$ cat config.mk
export PLATFORM = sky130hd
export DESIGN_NAME = sac_ctrl
export DESIGN_NICKNAME = d
export VERILOG_FILES = /design/src/verilog/sac_pkg.sv /design/src/verilog/sac_fifo.sv /design/src/verilog/sac_ctrl.sv
export SDC_FILE = /design/constraint.sdc
export NUM_CORES = 1
export LEC_CHECK = 0
export BUFFER_PORTS_ARGS = -buffer_cell sky130_fd_sc_hd__buf_2
export CORE_MARGIN = 4
export CORE_UTILIZATION = 55
export DETAILED_ROUTE_END_ITERATION = 10
export GPL_ROUTABILITY_DRIVEN = 0
export PLACE_DENSITY = 0.77
export REMOVE_ABC_BUFFERS = 1
export SYNTH_ARGS = -nofsm -noshare
export SYNTH_HDL_FRONTEND = slang
export SYNTH_HIERARCHICAL = 1
export SYNTH_SLANG_ARGS = --single-unit
$ cat constraint.sdc
create_clock -name core_clk_in -period 6 [get_ports core_clk_in]
set_clock_uncertainty 0.15 [all_clocks]
set_input_delay 0.6 -clock core_clk_in [delete_from_list [all_inputs] [get_ports core_clk_in]]
set_output_delay 0.6 -clock core_clk_in [all_outputs]
set_load 0.05 [all_outputs]
$ cat src/verilog/sac_pkg.sv
// Shared constants for the converter sequencing control block.
// Assumes a 100 MHz core clock and an analog core with a start/done handshake.
package sac_pkg;
   localparam int CLK_MHZ = 100;
   localparam int MAX_RATE_KSPS = 100;
   // Least spacing between conversion starts, rounded up
   localparam int MIN_START_CYC = (CLK_MHZ * 1000 + MAX_RATE_KSPS - 1)
      / MAX_RATE_KSPS;
   localparam int SPACE_W = 10;
   localparam int RES_W = 12;
   localparam int FIFO_DEPTH = 8;
   localparam int FIFO_W = 16;
   // Trigger source codes
   localparam logic [1:0] TRIG_SW = 2'h0;
   localparam logic [1:0] TRIG_TMR2 = 2'h1;
   localparam logic [1:0] TRIG_TMR3 = 2'h2;
   localparam logic [1:0] TRIG_EXT = 2'h3;
   // Gain codes: 0.5,1,2,4,8,16
   localparam logic [2:0] GAIN_HALF = 3'h0;
   localparam logic [2:0] GAIN_MAX = 3'h5;
   localparam logic [2:0] GAIN_RST = 3'h1;
   // Channel 8 is the temperature sensor
   localparam logic [3:0] CH_TEMP = 4'h8;
   localparam logic [3:0] CH_MAX = 4'h8;
   typedef enum {SAC_IDLE, SAC_CONV} sac_state_t;
endpackage

$ cat src/verilog/sac_fifo.sv
// Result FIFO between the result latch and the reader.
// Assumes both sides run on the core clock.
module sac_fifo #(
   parameter int WIDTH = 16,
   parameter int DEPTH = 8
) (
   // Clock and reset
   input wire logic core_clk_in,
   input wire logic rst_in,
   // Fill side
   input wire logic in_valid_in,
   output logic in_ready_out,
   input wire logic [WIDTH-1:0] in_data_in,
   // Drain side
   output logic out_valid_out,
   input wire logic out_ready_in,
   output logic [WIDTH-1:0] out_data_out
);
   localparam int AW = $clog2(DEPTH);
   typedef struct packed {
      logic [AW-1:0] wp;
      logic [AW-1:0] rp;
      logic [AW:0] cnt;
   } sac_fifo_st_t;
   sac_fifo_st_t st_r, st_nxt;
   logic [WIDTH-1:0] mem [DEPTH];
   logic push, pop;

   assign in_ready_out = (st_r.cnt != (AW+1)'(DEPTH));
   assign out_valid_out = (st_r.cnt != '0);
   assign push = in_valid_in && in_ready_out;
   assign pop = out_valid_out && out_ready_in;
   assign out_data_out = mem[st_r.rp];

   always_comb begin
      st_nxt = st_r;
      if (push) st_nxt.wp = st_r.wp + 1'b1;
      if (pop) st_nxt.rp = st_r.rp + 1'b1;
      st_nxt.cnt = st_r.cnt + (AW+1)'(push) - (AW+1)'(pop);
   end

   always_ff @(posedge core_clk_in) begin
      if (rst_in) st_r <= '0;
      else st_r <= st_nxt;
      if (push) mem[st_r.wp] <= in_data_in;
   end

   a_fifo_no_over: assert property (@(posedge core_clk_in) disable iff
      (rst_in) st_r.cnt == (AW+1)'(DEPTH) |=> st_r.cnt != '0)
      else $error("fifo count wrapped past full");
   a_fifo_bound: assert property (@(posedge core_clk_in) disable iff
      (rst_in) st_r.cnt <= (AW+1)'(DEPTH))
      else $error("fifo count above depth");
endmodule

$ cat src/verilog/sac_ctrl.sv
// Conversion sequencing and result handling around a SAR converter core.
// Assumes the analog core pulses conv_done_in with its result in the same
// cycle; trigger inputs are single-cycle pulses synchronous to the clock.
module sac_ctrl
   import sac_pkg::*;
#(
   parameter int RES_BITS = sac_pkg::RES_W
) (
   // Clock and reset
   input wire logic core_clk_in,
   input wire logic rst_in,
   // Configuration
   input wire logic enable_in,
   input wire logic [1:0] trig_sel_in,
   input wire logic [3:0] chan_sel_in,
   input wire logic [3:0] diff_pair_in,
   input wire logic [2:0] gain_sel_in,
   input wire logic left_just_in,
   input wire logic ext_ref_in,
   input wire logic [RES_BITS-1:0] win_lo_in,
   input wire logic [RES_BITS-1:0] win_hi_in,
   // Triggers and done flag clear
   input wire logic sw_start_in,
   input wire logic tmr2_ovf_in,
   input wire logic tmr3_ovf_in,
   input wire logic ext_start_in,
   input wire logic done_clr_in,
   // Analog core
   output logic conv_start_out,
   output logic core_pwr_out,
   output logic [3:0] mux_pos_out,
   output logic [3:0] mux_neg_out,
   output logic mux_diff_out,
   output logic [2:0] gain_out,
   output logic ref_ext_out,
   input wire logic conv_done_in,
   input wire logic [RES_BITS-1:0] conv_data_in,
   // Results
   output logic busy_out,
   output logic done_flag_out,
   output logic done_irq_out,
   output logic win_irq_out,
   output logic [7:0] res_hi_out,
   output logic [7:0] res_lo_out,
   // Result stream
   output logic res_valid_out,
   input wire logic res_ready_in,
   output logic [sac_pkg::FIFO_W-1:0] res_data_out
);
   import sac_pkg::*;

   typedef struct packed {
      sac_state_t state;
      logic [SPACE_W-1:0] space;
      logic [SPACE_W:0] since;
      logic done_flag;
      logic done_irq;
      logic win_irq;
      logic start;
      logic [FIFO_W-1:0] result;
      logic push;
      logic [3:0] pos;
      logic [3:0] neg;
      logic diff;
      logic [2:0] gain;
      logic ref_ext;
   } sac_st_t;

   sac_st_t st_r, st_nxt;
   logic trig;
   logic fifo_ready;

   // Place the result in a 16-bit word, right or left aligned
   function automatic logic [FIFO_W-1:0] justify(
      input logic [RES_BITS-1:0] d, input logic left);
      logic [FIFO_W-1:0] w;
      w = FIFO_W'(d);
      if (left) w = w << (FIFO_W - RES_BITS);
      return w;
   endfunction

   always_comb begin
      case (trig_sel_in)
         TRIG_SW: trig = sw_start_in;
         TRIG_TMR2: trig = tmr2_ovf_in;
         TRIG_TMR3: trig = tmr3_ovf_in;
         TRIG_EXT: trig = ext_start_in;
         default: trig = 1'b0;
      endcase
   end

   always_comb begin
      st_nxt = st_r;
      st_nxt.start = 1'b0;
      st_nxt.done_irq = 1'b0;
      st_nxt.win_irq = 1'b0;
      st_nxt.push = 1'b0;
      if (st_r.space != '0) st_nxt.space = st_r.space - 1'b1;
      // Saturating age of the last start, kept for the spacing check
      if (st_r.start) st_nxt.since = '0;
      else if (st_r.since != '1) st_nxt.since = st_r.since + 1'b1;
      // Set wins over clear so a finishing conversion is never lost
      if (done_clr_in) st_nxt.done_flag = 1'b0;
      case (st_r.state)
         SAC_IDLE: begin
            // Full FIFO stalls new starts so no result is dropped
            // A push still in flight already holds the last free slot
            if (enable_in && trig && st_r.space == '0 && fifo_ready
               && !st_r.push) begin
               st_nxt.state = SAC_CONV;
               st_nxt.start = 1'b1;
               st_nxt.space = SPACE_W'(MIN_START_CYC - 1);
               // Mux and gain held stable for the whole conversion
               if (chan_sel_in > CH_MAX) st_nxt.pos = CH_TEMP;
               else st_nxt.pos = chan_sel_in;
               st_nxt.diff = chan_sel_in < CH_TEMP
                  && diff_pair_in[chan_sel_in[2:1]];
               st_nxt.neg = {chan_sel_in[3:1], 1'b1};
               if (st_nxt.diff) st_nxt.pos = {chan_sel_in[3:1], 1'b0};
               if (gain_sel_in > GAIN_MAX) st_nxt.gain = GAIN_MAX;
               else st_nxt.gain = gain_sel_in;
               st_nxt.ref_ext = ext_ref_in;
            end
         end
         SAC_CONV: begin
            // Triggers arriving here are simply not looked at
            if (conv_done_in) begin
               st_nxt.state = SAC_IDLE;
               st_nxt.done_flag = 1'b1;
               st_nxt.done_irq = 1'b1;
               st_nxt.result = justify(conv_data_in, left_just_in);
               st_nxt.push = 1'b1;
               st_nxt.win_irq = conv_data_in >= win_lo_in
                  && conv_data_in <= win_hi_in;
            end else if (!enable_in) begin
               st_nxt.state = SAC_IDLE;
            end
         end
         default: st_nxt.state = SAC_IDLE;
      endcase
   end

   always_ff @(posedge core_clk_in) begin
      if (rst_in) begin
         st_r <= '0;
         st_r.state <= SAC_IDLE;
         st_r.gain <= GAIN_RST;
         st_r.since <= '1;
      end else begin
         st_r <= st_nxt;
      end
   end

   assign conv_start_out = st_r.start;
   assign core_pwr_out = enable_in;
   assign mux_pos_out = st_r.pos;
   assign mux_neg_out = st_r.neg;
   assign mux_diff_out = st_r.diff;
   assign gain_out = st_r.gain;
   assign ref_ext_out = st_r.ref_ext;
   assign busy_out = (st_r.state == SAC_CONV);
   assign done_flag_out = st_r.done_flag;
   assign done_irq_out = st_r.done_irq;
   assign win_irq_out = st_r.win_irq;
   assign res_hi_out = st_r.result[15:8];
   assign res_lo_out = st_r.result[7:0];

   sac_fifo #(.WIDTH(FIFO_W), .DEPTH(FIFO_DEPTH)) u_fifo (
      .core_clk_in(core_clk_in),
      .rst_in(rst_in),
      .in_valid_in(st_r.push),
      .in_ready_out(fifo_ready),
      .in_data_in(st_r.result),
      .out_valid_out(res_valid_out),
      .out_ready_in(res_ready_in),
      .out_data_out(res_data_out)
   );

   localparam int GAP = MIN_START_CYC - 1;
   a_start_spacing: assert property (@(posedge core_clk_in)
      disable iff (rst_in) conv_start_out |=> !conv_start_out [*8])
      else $error("starts too close");
   a_start_gap_cnt: assert property (@(posedge core_clk_in)
      disable iff (rst_in) conv_start_out |-> st_r.space == SPACE_W'(GAP))
      else $error("spacing counter not loaded");
   a_done_sets_flag: assert property (@(posedge core_clk_in)
      disable iff (rst_in) busy_out && conv_done_in |=> done_flag_out
      && done_irq_out)
      else $error("done flag or request missing");
   a_flag_holds: assert property (@(posedge core_clk_in)
      disable iff (rst_in) done_flag_out && !done_clr_in |=> done_flag_out)
      else $error("done flag dropped without clear");
   a_no_start_off: assert property (@(posedge core_clk_in)
      disable iff (rst_in) !enable_in |=> !conv_start_out)
      else $error("start while shut down");
   a_window_inside: assert property (@(posedge core_clk_in)
      disable iff (rst_in) win_irq_out |-> $past(conv_data_in) >=
      $past(win_lo_in) && $past(conv_data_in) <= $past(win_hi_in))
      else $error("window request outside limits");
   a_start_busy: assert property (@(posedge core_clk_in)
      disable iff (rst_in) conv_start_out |-> busy_out)
      else $error("start without busy");
   a_gain_range: assert property (@(posedge core_clk_in)
      disable iff (rst_in) gain_out <= GAIN_MAX)
      else $error("gain code out of range");
   a_result_just: assert property (@(posedge core_clk_in)
      disable iff (rst_in) busy_out && conv_done_in |=> {res_hi_out,
      res_lo_out} == justify($past(conv_data_in), $past(left_just_in)))
      else $error("result alignment wrong");

   a_start_age: assert property (@(posedge core_clk_in)
      disable iff (rst_in) conv_start_out |->
      st_r.since >= (SPACE_W+1)'(GAP))
      else $error("start sooner than the least spacing");
   a_start_trig: assert property (@(posedge core_clk_in)
      disable iff (rst_in) conv_start_out |->
      $past(trig) && $past(enable_in))
      else $error("start without a selected trigger");
   a_trig_taken: assert property (@(posedge core_clk_in)
      disable iff (rst_in) !busy_out && enable_in && trig
      && st_r.space == '0 && fifo_ready && !st_r.push |=> conv_start_out)
      else $error("trigger in idle not taken");
   a_busy_no_start: assert property (@(posedge core_clk_in)
      disable iff (rst_in) busy_out |=> !conv_start_out)
      else $error("new start during a conversion");
   a_done_ends_busy: assert property (@(posedge core_clk_in)
      disable iff (rst_in) busy_out && conv_done_in |=> !busy_out)
      else $error("busy held after done");
   a_irq_single: assert property (@(posedge core_clk_in)
      disable iff (rst_in) done_irq_out |=> !done_irq_out)
      else $error("done request longer than one cycle");
   a_irq_cause: assert property (@(posedge core_clk_in)
      disable iff (rst_in) done_irq_out |-> $past(busy_out)
      && $past(conv_done_in))
      else $error("done request without a finished conversion");
   a_abort_quiet: assert property (@(posedge core_clk_in)
      disable iff (rst_in) busy_out && !enable_in && !conv_done_in
      |=> !busy_out && !done_irq_out)
      else $error("conversion kept running in shutdown");
   a_result_holds: assert property (@(posedge core_clk_in)
      disable iff (rst_in) !done_irq_out |->
      $stable({res_hi_out, res_lo_out}))
      else $error("result bytes changed without a done");
   a_push_room: assert property (@(posedge core_clk_in)
      disable iff (rst_in) st_r.push |-> fifo_ready)
      else $error("result pushed into a full buffer");
   a_setup_holds: assert property (@(posedge core_clk_in)
      disable iff (rst_in) busy_out && !conv_start_out |->
      $stable({mux_pos_out, mux_neg_out, mux_diff_out, gain_out,
      ref_ext_out}))
      else $error("mux or gain moved during a conversion");
   a_chan_range: assert property (@(posedge core_clk_in)
      disable iff (rst_in) mux_pos_out <= CH_MAX)
      else $error("channel outside the nine inputs");
   a_temp_single: assert property (@(posedge core_clk_in)
      disable iff (rst_in) mux_pos_out == CH_TEMP |-> !mux_diff_out)
      else $error("temperature channel set differential");
   a_diff_pair: assert property (@(posedge core_clk_in)
      disable iff (rst_in) mux_diff_out |-> !mux_pos_out[0]
      && mux_pos_out < CH_TEMP && mux_neg_out == (mux_pos_out | 4'h1))
      else $error("differential pair not even and odd");
   a_diff_select: assert property (@(posedge core_clk_in)
      disable iff (rst_in) conv_start_out |-> mux_diff_out ==
      ($past(chan_sel_in < CH_TEMP)
      && $past(diff_pair_in[chan_sel_in[2:1]])))
      else $error("pair mode not taken from its setting");
   a_ref_capture: assert property (@(posedge core_clk_in)
      disable iff (rst_in) conv_start_out |->
      ref_ext_out == $past(ext_ref_in))
      else $error("reference choice not captured");
   a_gain_capture: assert property (@(posedge core_clk_in)
      disable iff (rst_in) conv_start_out |-> gain_out ==
      ($past(gain_sel_in) > GAIN_MAX ? GAIN_MAX : $past(gain_sel_in)))
      else $error("gain code not captured");
   a_win_hit: assert property (@(posedge core_clk_in)
      disable iff (rst_in) busy_out && conv_done_in
      && conv_data_in >= win_lo_in && conv_data_in <= win_hi_in
      |=> win_irq_out)
      else $error("window request missing for a result inside");

   c_conv_done: cover property (@(posedge core_clk_in)
      busy_out && conv_done_in);
   c_window_hit: cover property (@(posedge core_clk_in) win_irq_out);
   c_left_just: cover property (@(posedge core_clk_in)
      left_just_in && done_irq_out);
   c_fifo_full: cover property (@(posedge core_clk_in) !fifo_ready);
   c_diff_conv: cover property (@(posedge core_clk_in)
      conv_start_out && mux_diff_out);
endmodule

======== Word level (Yosys, flattened, before mapping) ========
Memories as Yosys holds them, arrays and structs flattened. A register that Yosys moved wholly into a read port is not among the register bits.
Index checks and enable logic that the tools add are counted.
operators by class
  eq/ne operators ......................... 8
  $add $sub $neg .......................... 5
  reductions and logical operators ........ 20
  bitwise gates (word level) .............. 3
  multiplexer cells ....................... 22
  $lt $le $gt $ge ......................... 6
operator list
  operator                 number
  $mux W32                 2
  $pmux W32 S2             1
  $mux W42                 1
  $eq A32 B1 Y1 const B    1
  $eq A32 B2 Y1 const B    1
  $logic_not A32 Y1        1
  $mux W10                 2
  $mux W16                 1
  $mux W3                  5
  $ge A12 B12 Y1           1
  $le A12 B12 Y1           1
  $logic_not A10 Y1        1
  $reduce_bool A10 Y1      1
  $sub A10 B1 Y10 const B  1
  $logic_and A1 B1 Y1      8
  $mux W4                  2
  $add A3 B1 Y3 const B    2
  $mux W1                  6
  $reduce_and A2 Y1        3
  $add A4 B1 Y4            1
  $eq A2 B2 Y1 const B     2
  $gt A4 B4 Y1 const B     1
  $lt A4 B4 Y1 const B     1
  $ne A4 B4 Y1 const B     1
  other kinds (14)         17
storage, ports and cells
  memories kept ........................... 1
  output and inout bits ................... 52
  flip-flop bits (word level) ............. 86
  input port bits ......................... 61
  memory bits (writable) .................. 128
  word-level logic and storage cells ...... 81
memory list
  name        words  width  rd ports  clocked after Yosys merged registers in  wr ports  line            RTL
  u_fifo.mem  8      16     1         1                                        1         sac_fifo.sv:26  logic [WIDTH-1:0] mem [DEPTH];

======== Depth between registers and ports, before layout ========
Gate-level depths: netlist (run 1).
  depth in word-level cells ............... 8
  depth in mapped cells ................... 10
  gate-level depth less buffers ........... 9

======== By module ========
Netlist (run 1), hierarchy kept.
modules (own cells, without submodules)
  module    area each (sq um)  times used  cells an instance  seq. area each (sq um)
  sac_fifo  5,631.7            1           265                4,103.9
  sac_ctrl  2,631.3            1           314                880.8

======== Least setup slack after synthesis (run 1) ========
OpenSTA, ideal clock, no wires.
  path type ............................... register -> register
  start ................................... reg done_irq_out (netlist name)
  end ..................................... mem u_fifo.mem[0][0], enable pin
  setup slack ............................. 2.881 ns
  path buffers ............................ 0
  period minus slack after synthesis ...... 3.119 ns
  required time ........................... 5.420 ns
  arrival time ............................ 2.539 ns
  cell stages (with the launch flop) ...... 3
  library setup time ...................... 0.430 ns
  cell sequence ........................... dfxtp_1 -> nand2_1 -> nor4_1
RTL lines
  element    line
  to (decl)  sac_fifo.sv:26

==> results of run 1 <==
[layer usage]
layer | up-vias | share of wire [%] | GRT usage [%]
li1 | 2316 | - | -
met1 | 2399 | 44 | 26.3
met2 | 140 | 49 | 32.4
met3 | 24 | 4.9 | 4.35
met4 | 0 | 1.5 | 6.84
met5 | - | 0 | 0
[cell usage after synthesis (10+ instances only)]
cell / number
a21oi_1: 39
dfxtp_1: 57
mux2i_1: 15
mux2_2: 19
nor3_1: 11
a211oi_1: 12
clkbuf_1: 17
ha_1: 33
nor2_1: 31
inv_1: 32
buf_4: 28
mux4_1: 28
nand2_1: 32
edfxtp_1: 128
nand2b_1: 10
[cell usage in the layout, fill, tap and decap left out, types with 3 or more instances in the layout]
cell type	synthesis	routed
clkbuf_16	0	17
buf_4	28	3
nor3_1	11	7
inv_6	0	4
clkinvlp_4	0	4
nand4_1	5	5
o21ai_0	6	6
nand3b_1	8	8
nor2b_1	6	6
nor2_1	31	28
or3_1	4	4
xnor2_1	3	3
a211oi_1	12	12
mux4_1	28	28
nand2_1	32	32
nand2b_1	10	10
nor3_4	1	5
ha_1	33	33
nand3_1	8	8
mux2_2	19	19
dfxtp_1	57	57
inv_1	32	32
a21oi_1	39	39
mux4_2	6	6
edfxtp_1	128	128
mux2i_1	15	15
nor2_2	0	3
buf_2	3	112
[final cells by class]
| cell class | count | area [µm²] | share of cell area (%) |
|---|---|---|---|
| Inverter | 32 | 120 | 1.28 |
| Clock inverter | 14 | 146 | 1.56 |
| Clock buffer | 18 | 429 | 4.58 |
| Sequential cell | 185 | 4980 | 53.3 |
| Multi-Input combinational cell | 306 | 2870 | 30.6 |
| Tap cell | 184 | 230 | 2.46 |
| Timing Repair Buffer | 115 | 583 | 6.23 |
[cells by family (layout without fill, tap and decap cells)]
kind of cell / count (synthesis) / after routing
xor gates and xnor gates: 3 / 3
muxes: 69 / 69
DFF: 185 / 185
AOI/OAI and AO/OA: 69 / 69
adders and majority gates: 34 / 34
and+or+nand+nor: 131 / 131
buffers and inverters: 88 / 179
[sequential cells by signal, summed over array words and instances, names as in the netlist, named ones only]
signal and flops:
conv_start_out 1, mux_diff_out 1, done_irq_out 1, u_fifo/mem 128
mux_neg_out 4, done_flag_out 1, ref_ext_out 1, res_lo_out 8
u_fifo/st_r 10, res_hi_out 8, st_r 11, win_irq_out 1
mux_pos_out 4, gain_out 3
[worst register-to-register path, delay by kind of cell (launching register included)]
kind | cells | cell delay [ns]
buf+inv | 1 | 0.12
simple gates | 4 | 1.71
flops | 1 | 0.31
compound gates | 1 | 0.15
fa+ha+maj | 1 | 0.16
[worst paths after layout]
path	startpoint	end	slack, ns	cells past startpoint
max	flip-flop	res_data_out[15]	2.92	4
min	ext_ref_in	ref_ext_out	0.26	3
max reg2reg	st_r[45]	mux_pos_out[0]	3.33	7
min reg2reg	mux_pos_out[2]	mux_pos_out[2]	0.31	2
[per-stage QoR]
step	instance area (µm²)	hold slack (ns)	instances	utilization, %	total power, W
after global routing	9360	0.261	854	63.9	0.00356
after CTS	9360	0.250	854	63.9	0.00342
after floorplan	7910	0.300	523	-	0.00214
after global placement	8780	0.292	822	60.0	0.00231
after detailed placement	8780	0.296	822	60.0	0.00234
final	9360	0.263	854	63.9	0.00340
[power groups by stage]
stage	clock network [W]	logic [W]	registers, W
floorplan	0	0.000599	0.00154
global placement	0	0.000808	0.00150
detailed placement	0	0.000836	0.00151
CTS	0.00110	0.000841	0.00148
global route	0.00116	0.000913	0.00149
finish	0.00109	0.000835	0.00148
==> impl_metrics.json, run 1 <==
{
  "leakagePower_nw": 3.70,
  "synth_xor_area_share_pct": 0.318,
  "post_drt_wl_per_cell_um": 18.6,
  "cap_violations": 0,
  "grt_pass1_wl_um": 25500,
  "post_route_cells_drive_above_1_share_pct": 27.3,
  "yosysSeqAreaShare_pct": 60.3,
  "combPwrFrac_pct": 24.6,
  "min_period_ns": 3.08,
  "track_usage_pct": 19.7,
  "cp.required_ns": 5.25,
  "clockBufferDepth": 2,
  "drc": 0,
  "cp-end-kind": "primary output",
  "final.setup.worst_slack_ns": 2.92,
  "worstMarginPinSlew_ns": 1.09,
  "cp_num_buf_inv": 2,
  "critPathMaxStageDelay_ns": 0.63,
  "fillers": 1047,
  "cp_max_fo": 32,
  "worstPathArrival_ns": 2.33,
  "vias": 4879,
  "yosysTopAreaCellShare_pct": 46.5,
  "peakVddDrop_v": 0.000197,
  "area_growth_pct": 13.3,
  "power_switching_w": 0.00104,
  "first_global_vias": 4989,
  "die_w_um": 131,
  "dp_slack_ns": 3.34,
  "cts_root_buffer": "clkbuf_16",
  "slew_headroom_pct": 27.6,
  "status": "finished clean",
  "cts_hold_buffers": 0,
  "clk_pin_slew_ns": 0.07,
  "synthArstFlopShare_pct": 0,
  "worstSetupStartpointType": "flip-flop",
  "clock_power_share_pct": 31.9,
  "critPathTopFamily": "multiplexers",
  "n_antenna_cell": 0,
  "syn_area_mm2": 0.00826,
  "h-tree-depth": 4,
  "clk_latency_ns": 0.42,
  "dieHeight_um": 131,
  "synth.area.top_cells": "edfxtp_1 47%, dfxtp_1 14%, mux4_1 8.9%, ha_1 5.0%, mux2_2 2.6%",
  "viasPerCell": 5.71,
  "detail_route.first_pass.iterations": 4,
  "finalSetupViolCount": 0,
  "cts_sinks": 185,
  "synthAdderAreaFrac_pct": 5.24,
  "synth_top_family_by_area": "multiplexers",
  "cts_setup_buffers": 0,
  "p_per_area_mw_per_mm2": 363,
  "synth_edf_count": 128,
  "initial_core_util_pct": 56.4,
  "synth_top_area_cell": "edfxtp_1",
  "num_rows": 44,
  "synth.distinct_cells": 50,
  "ant_nets": 0,
  "path_cells": "buf_4, mux4_1, mux2_2, buf_2",
  "yosys.area_share.simple_pct": 8.37,
  "p_int_w": 0.00236,
  "min_path_type": "in -> reg",
  "fin_crit_sh_pct": 51.3,
  "switching_share_pct": 30.6,
  "post_cts_resized": 0,
  "rsz0062_at_grt": "false",
  "synth-seq-cells": 185,
  "slowest_stage": "mux4_1",
  "grt_max_degree": 61,
  "wirelength_um": 15900,
  "hold_viol": 0,
  "tns_ns": 0,
  "finalNetCount": 752,
  "max_freq_mhz": 325,
  "finalMaxSlewViolations": 0,
  "synthMuxAreaShare_pct": 15.1,
  "synth_warnings": 6,
  "cts_tree": "yes",
  "syn_avg_cell_area_um2": 14.3,
  "syn_inst": 579,
  "dieArea_mm2": 0.0170,
  "overflow": 0,
  "io_pins": 113,
  "hpwl_um": 10400,
  "antenna_found_initial": 0,
  "cts_buffers": 17,
  "p_seq_share_pct": 43.5,
  "drt_iter0_drc": 264,
  "core_area_mm2": 0.0146,
  "crit_type": "reg -> out",
  "synth-compound-area-share_pct": 4.97,
  "synth_ff_type": "edfxtp_1",
  "port-buffer-count": 112
}
Note: power is estimated with default switching activity, not from simulation.
==> inputs of run 2 (changes only) <==
==> constraint.sdc (replaced) <==
create_clock -name core_clk_in -period 3 [get_ports core_clk_in]
set_clock_uncertainty 0.15 [all_clocks]
set_input_delay 0.3 -clock core_clk_in [delete_from_list [all_inputs] [get_ports core_clk_in]]
set_output_delay 0.3 -clock core_clk_in [all_outputs]
set_load 0.05 [all_outputs]
==> run 2 against run 1 <==
Critical path type unchanged. Sequential cell count did not move. Final cell count rose by 2.2%. Global-route usage rose by 1.3 points. Sequential power rose by 97%.
==> impl_metrics.json, run 2 (synthesized netlist as in run 1, its figures left out) <==
{
  "status": "finished clean",
  "path_cells": "buf_12, mux4_1, mux2_2, buf_2",
  "n_antenna_cell": 0,
  "p_per_area_mw_per_mm2": 737,
  "vias": 4968,
  "dieArea_mm2": 0.0170,
  "post_drt_wl_per_cell_um": 19.4,
  "routed-wl-met3_um": 939,
  "r2r-end": "u_fifo/st_r[2]",
  "final_common_cell": "edfxtp_1",
  "cp.required_ns": 2.55,
  "layout_common_cells": "128 x edfxtp_1, 112 x buf_2, 57 x dfxtp_1, 39 x a21oi_1, 33 x ha_1",
  "cts_tree": "yes",
  "reg2reg_slack_ns": 0.46,
  "die_w_um": 131,
  "cts_buffers": 17,
  "post_dp_cell_area_mm2": 0.00885,
  "h-tree-depth": 4,
  "area_growth_pct": 15.6,
  "cts_hold_buffers": 7,
  "core_area_mm2": 0.0146,
  "min_path_type": "in -> reg",
  "first_global_vias": 5072,
  "fin_area_mm2": 0.00955,
  "largest_register_ffs": 128,
  "cp_max_fo": 32,
  "drt-met1-wl_um": 7410,
  "clk_latency_ns": 0.43,
  "slowest_stage": "mux4_1",
  "p_int_w": 0.00491,
  "track_usage_pct": 21.0,
  "fin_cells": 873,
  "detail_route.first_pass.iterations": 4,
  "rsz0062_at_grt": "false",
  "place_inst": 834,
  "clock_power_share_pct": 33.4,
  "viasPerCell": 5.69,
  "combPwrFrac_pct": 25.0,
  "power_switching_w": 0.00213,
  "antenna_found_initial": 0,
  "clk_pin_slew_ns": 0.06,
  "fin_crit_sh_pct": 88.8,
  "cts_setup_buffers": 0,
  "p_seq_share_pct": 41.5,
  "slew_headroom_pct": 49.5,
  "min_path_cells": 3,
  "port-buffer-count": 112,
  "grt_pass1_wl_um": 26900,
  "timing.rr.start": "u_fifo/st_r[2]",
  "initial_core_util_pct": 56.4,
  "worst_hold_path.endpoint": "st_r[55]",
  "grt_max_degree": 45,
  "met2_length_um": 8350,
  "clockBufferDepth": 2,
  "drc": 0,
  "power_w": 0.00704,
  "crit_type": "reg -> out",
  "critPathMaxStageDelay_ns": 0.63,
  "post_route_cells_drive_above_1_share_pct": 27.9,
  "finalSetupViolCount": 0,
  "cap_violations": 0,
  "worstMarginPinSlew_ns": 0.758,
  "wirelength_um": 16900,
  "io_pins": 113,
  "dieHeight_um": 131,
  "reg_top3": "u_fifo/mem (128), st_r (11), u_fifo/st_r (10)",
  "num_rows": 44,
  "min_period_ns": 2.66,
  "cp-end-kind": "primary output",
  "post_cts_resized": 0,
  "worstSetupStartpointType": "flip-flop",
  "hold_viol": 0,
  "peakVddDrop_v": 0.000462,
  "hpwl_um": 11000,
  "overflow": 0,
  "leakagePower_nw": 3.82,
  "switching_share_pct": 30.3,
  "cts_root_buffer": "clkbuf_16",
  "worstPathArrival_ns": 2.21,
  "finalNetCount": 771,
  "cts_sinks": 185,
  "top_register": "u_fifo/mem",
  "ant_nets": 0,
  "max_freq_mhz": 376,
  "reg2reg_depth": 9,
  "finalMaxSlewViolations": 0,
  "hold_start": "conv_done_in",
  "hold_slack_ns": 0.0222,
  "drt_iter0_drc": 354,
  "top_layer": "met4"
}
## run 2: cell count changes in the layout (fill, tap and decap cells not counted), sizes merged
cell,before,now
bufinv,2,4
buf,115,127
dlygate4sd3,0,7
clkinv,4,5
clkbuf,18,17
inv,36,35
clkinvlp,4,3
## run 2: layer usage
metal	up-vias	track usage (%)
met3	19	4.35
met4	0	6.96
met2	155	35.2
li1	2356	-
met5	-	0
met1	2438	27.8
## run 2: cell type report
| class | count | area [µm²] |
|---|---|---|
| Inverter | 32 | 120 |
| Fill cell | 1046 | 5100 |
| Clock buffer | 17 | 425 |
| Sequential cell | 185 | 4980 |
| Tap cell | 184 | 230 |
| Multi-Input combinational cell | 306 | 2830 |
| Timing Repair Buffer | 134 | 756 |
| Clock inverter | 15 | 198 |
## run 2: critical path: cells and delay by family (launching register included)
family	cells	cell delay, ns
muxes	2	0.94
buffers and inverters	2	0.46
DFF	1	0.36
## run 2: metrics by stage
step	utilization (%)	setup WS [ns]	setup TNS, ns
after floorplan	-	-0.119	-1.91
after global placement	60.5	0.600	0
after detailed placement	60.5	0.477	0
after CTS	65.2	0.309	0
after global routing	65.2	0.273	0
final	65.2	0.337	0
## run 2: power groups by stage
stage	Clock (W)	Combinational (W)	Sequential, W
after floorplan	0	0.00120	0.00308
after global placement	0	0.00168	0.00296
after detailed placement	0	0.00175	0.00298
after CTS	0.00239	0.00177	0.00292
after global routing	0.00251	0.00190	0.00294
final	0.00235	0.00176	0.00292
## run 2: how the worst max path moves through the flow
stage	end	slack, ns	startpoint
2_1_floorplan	u_fifo/mem[0][0]	-0.12	done_irq_out
3_3_place_gp	u_fifo/st_r[2]	0.60	u_fifo/st_r[2]
3_5_place_dp	u_fifo/st_r[2]	0.48	u_fifo/st_r[2]
4_1_cts	res_data_out[13]	0.31	flip-flop
5_1_grt	res_data_out[13]	0.27	flip-flop
6_report	res_data_out[13]	0.34	flip-flop
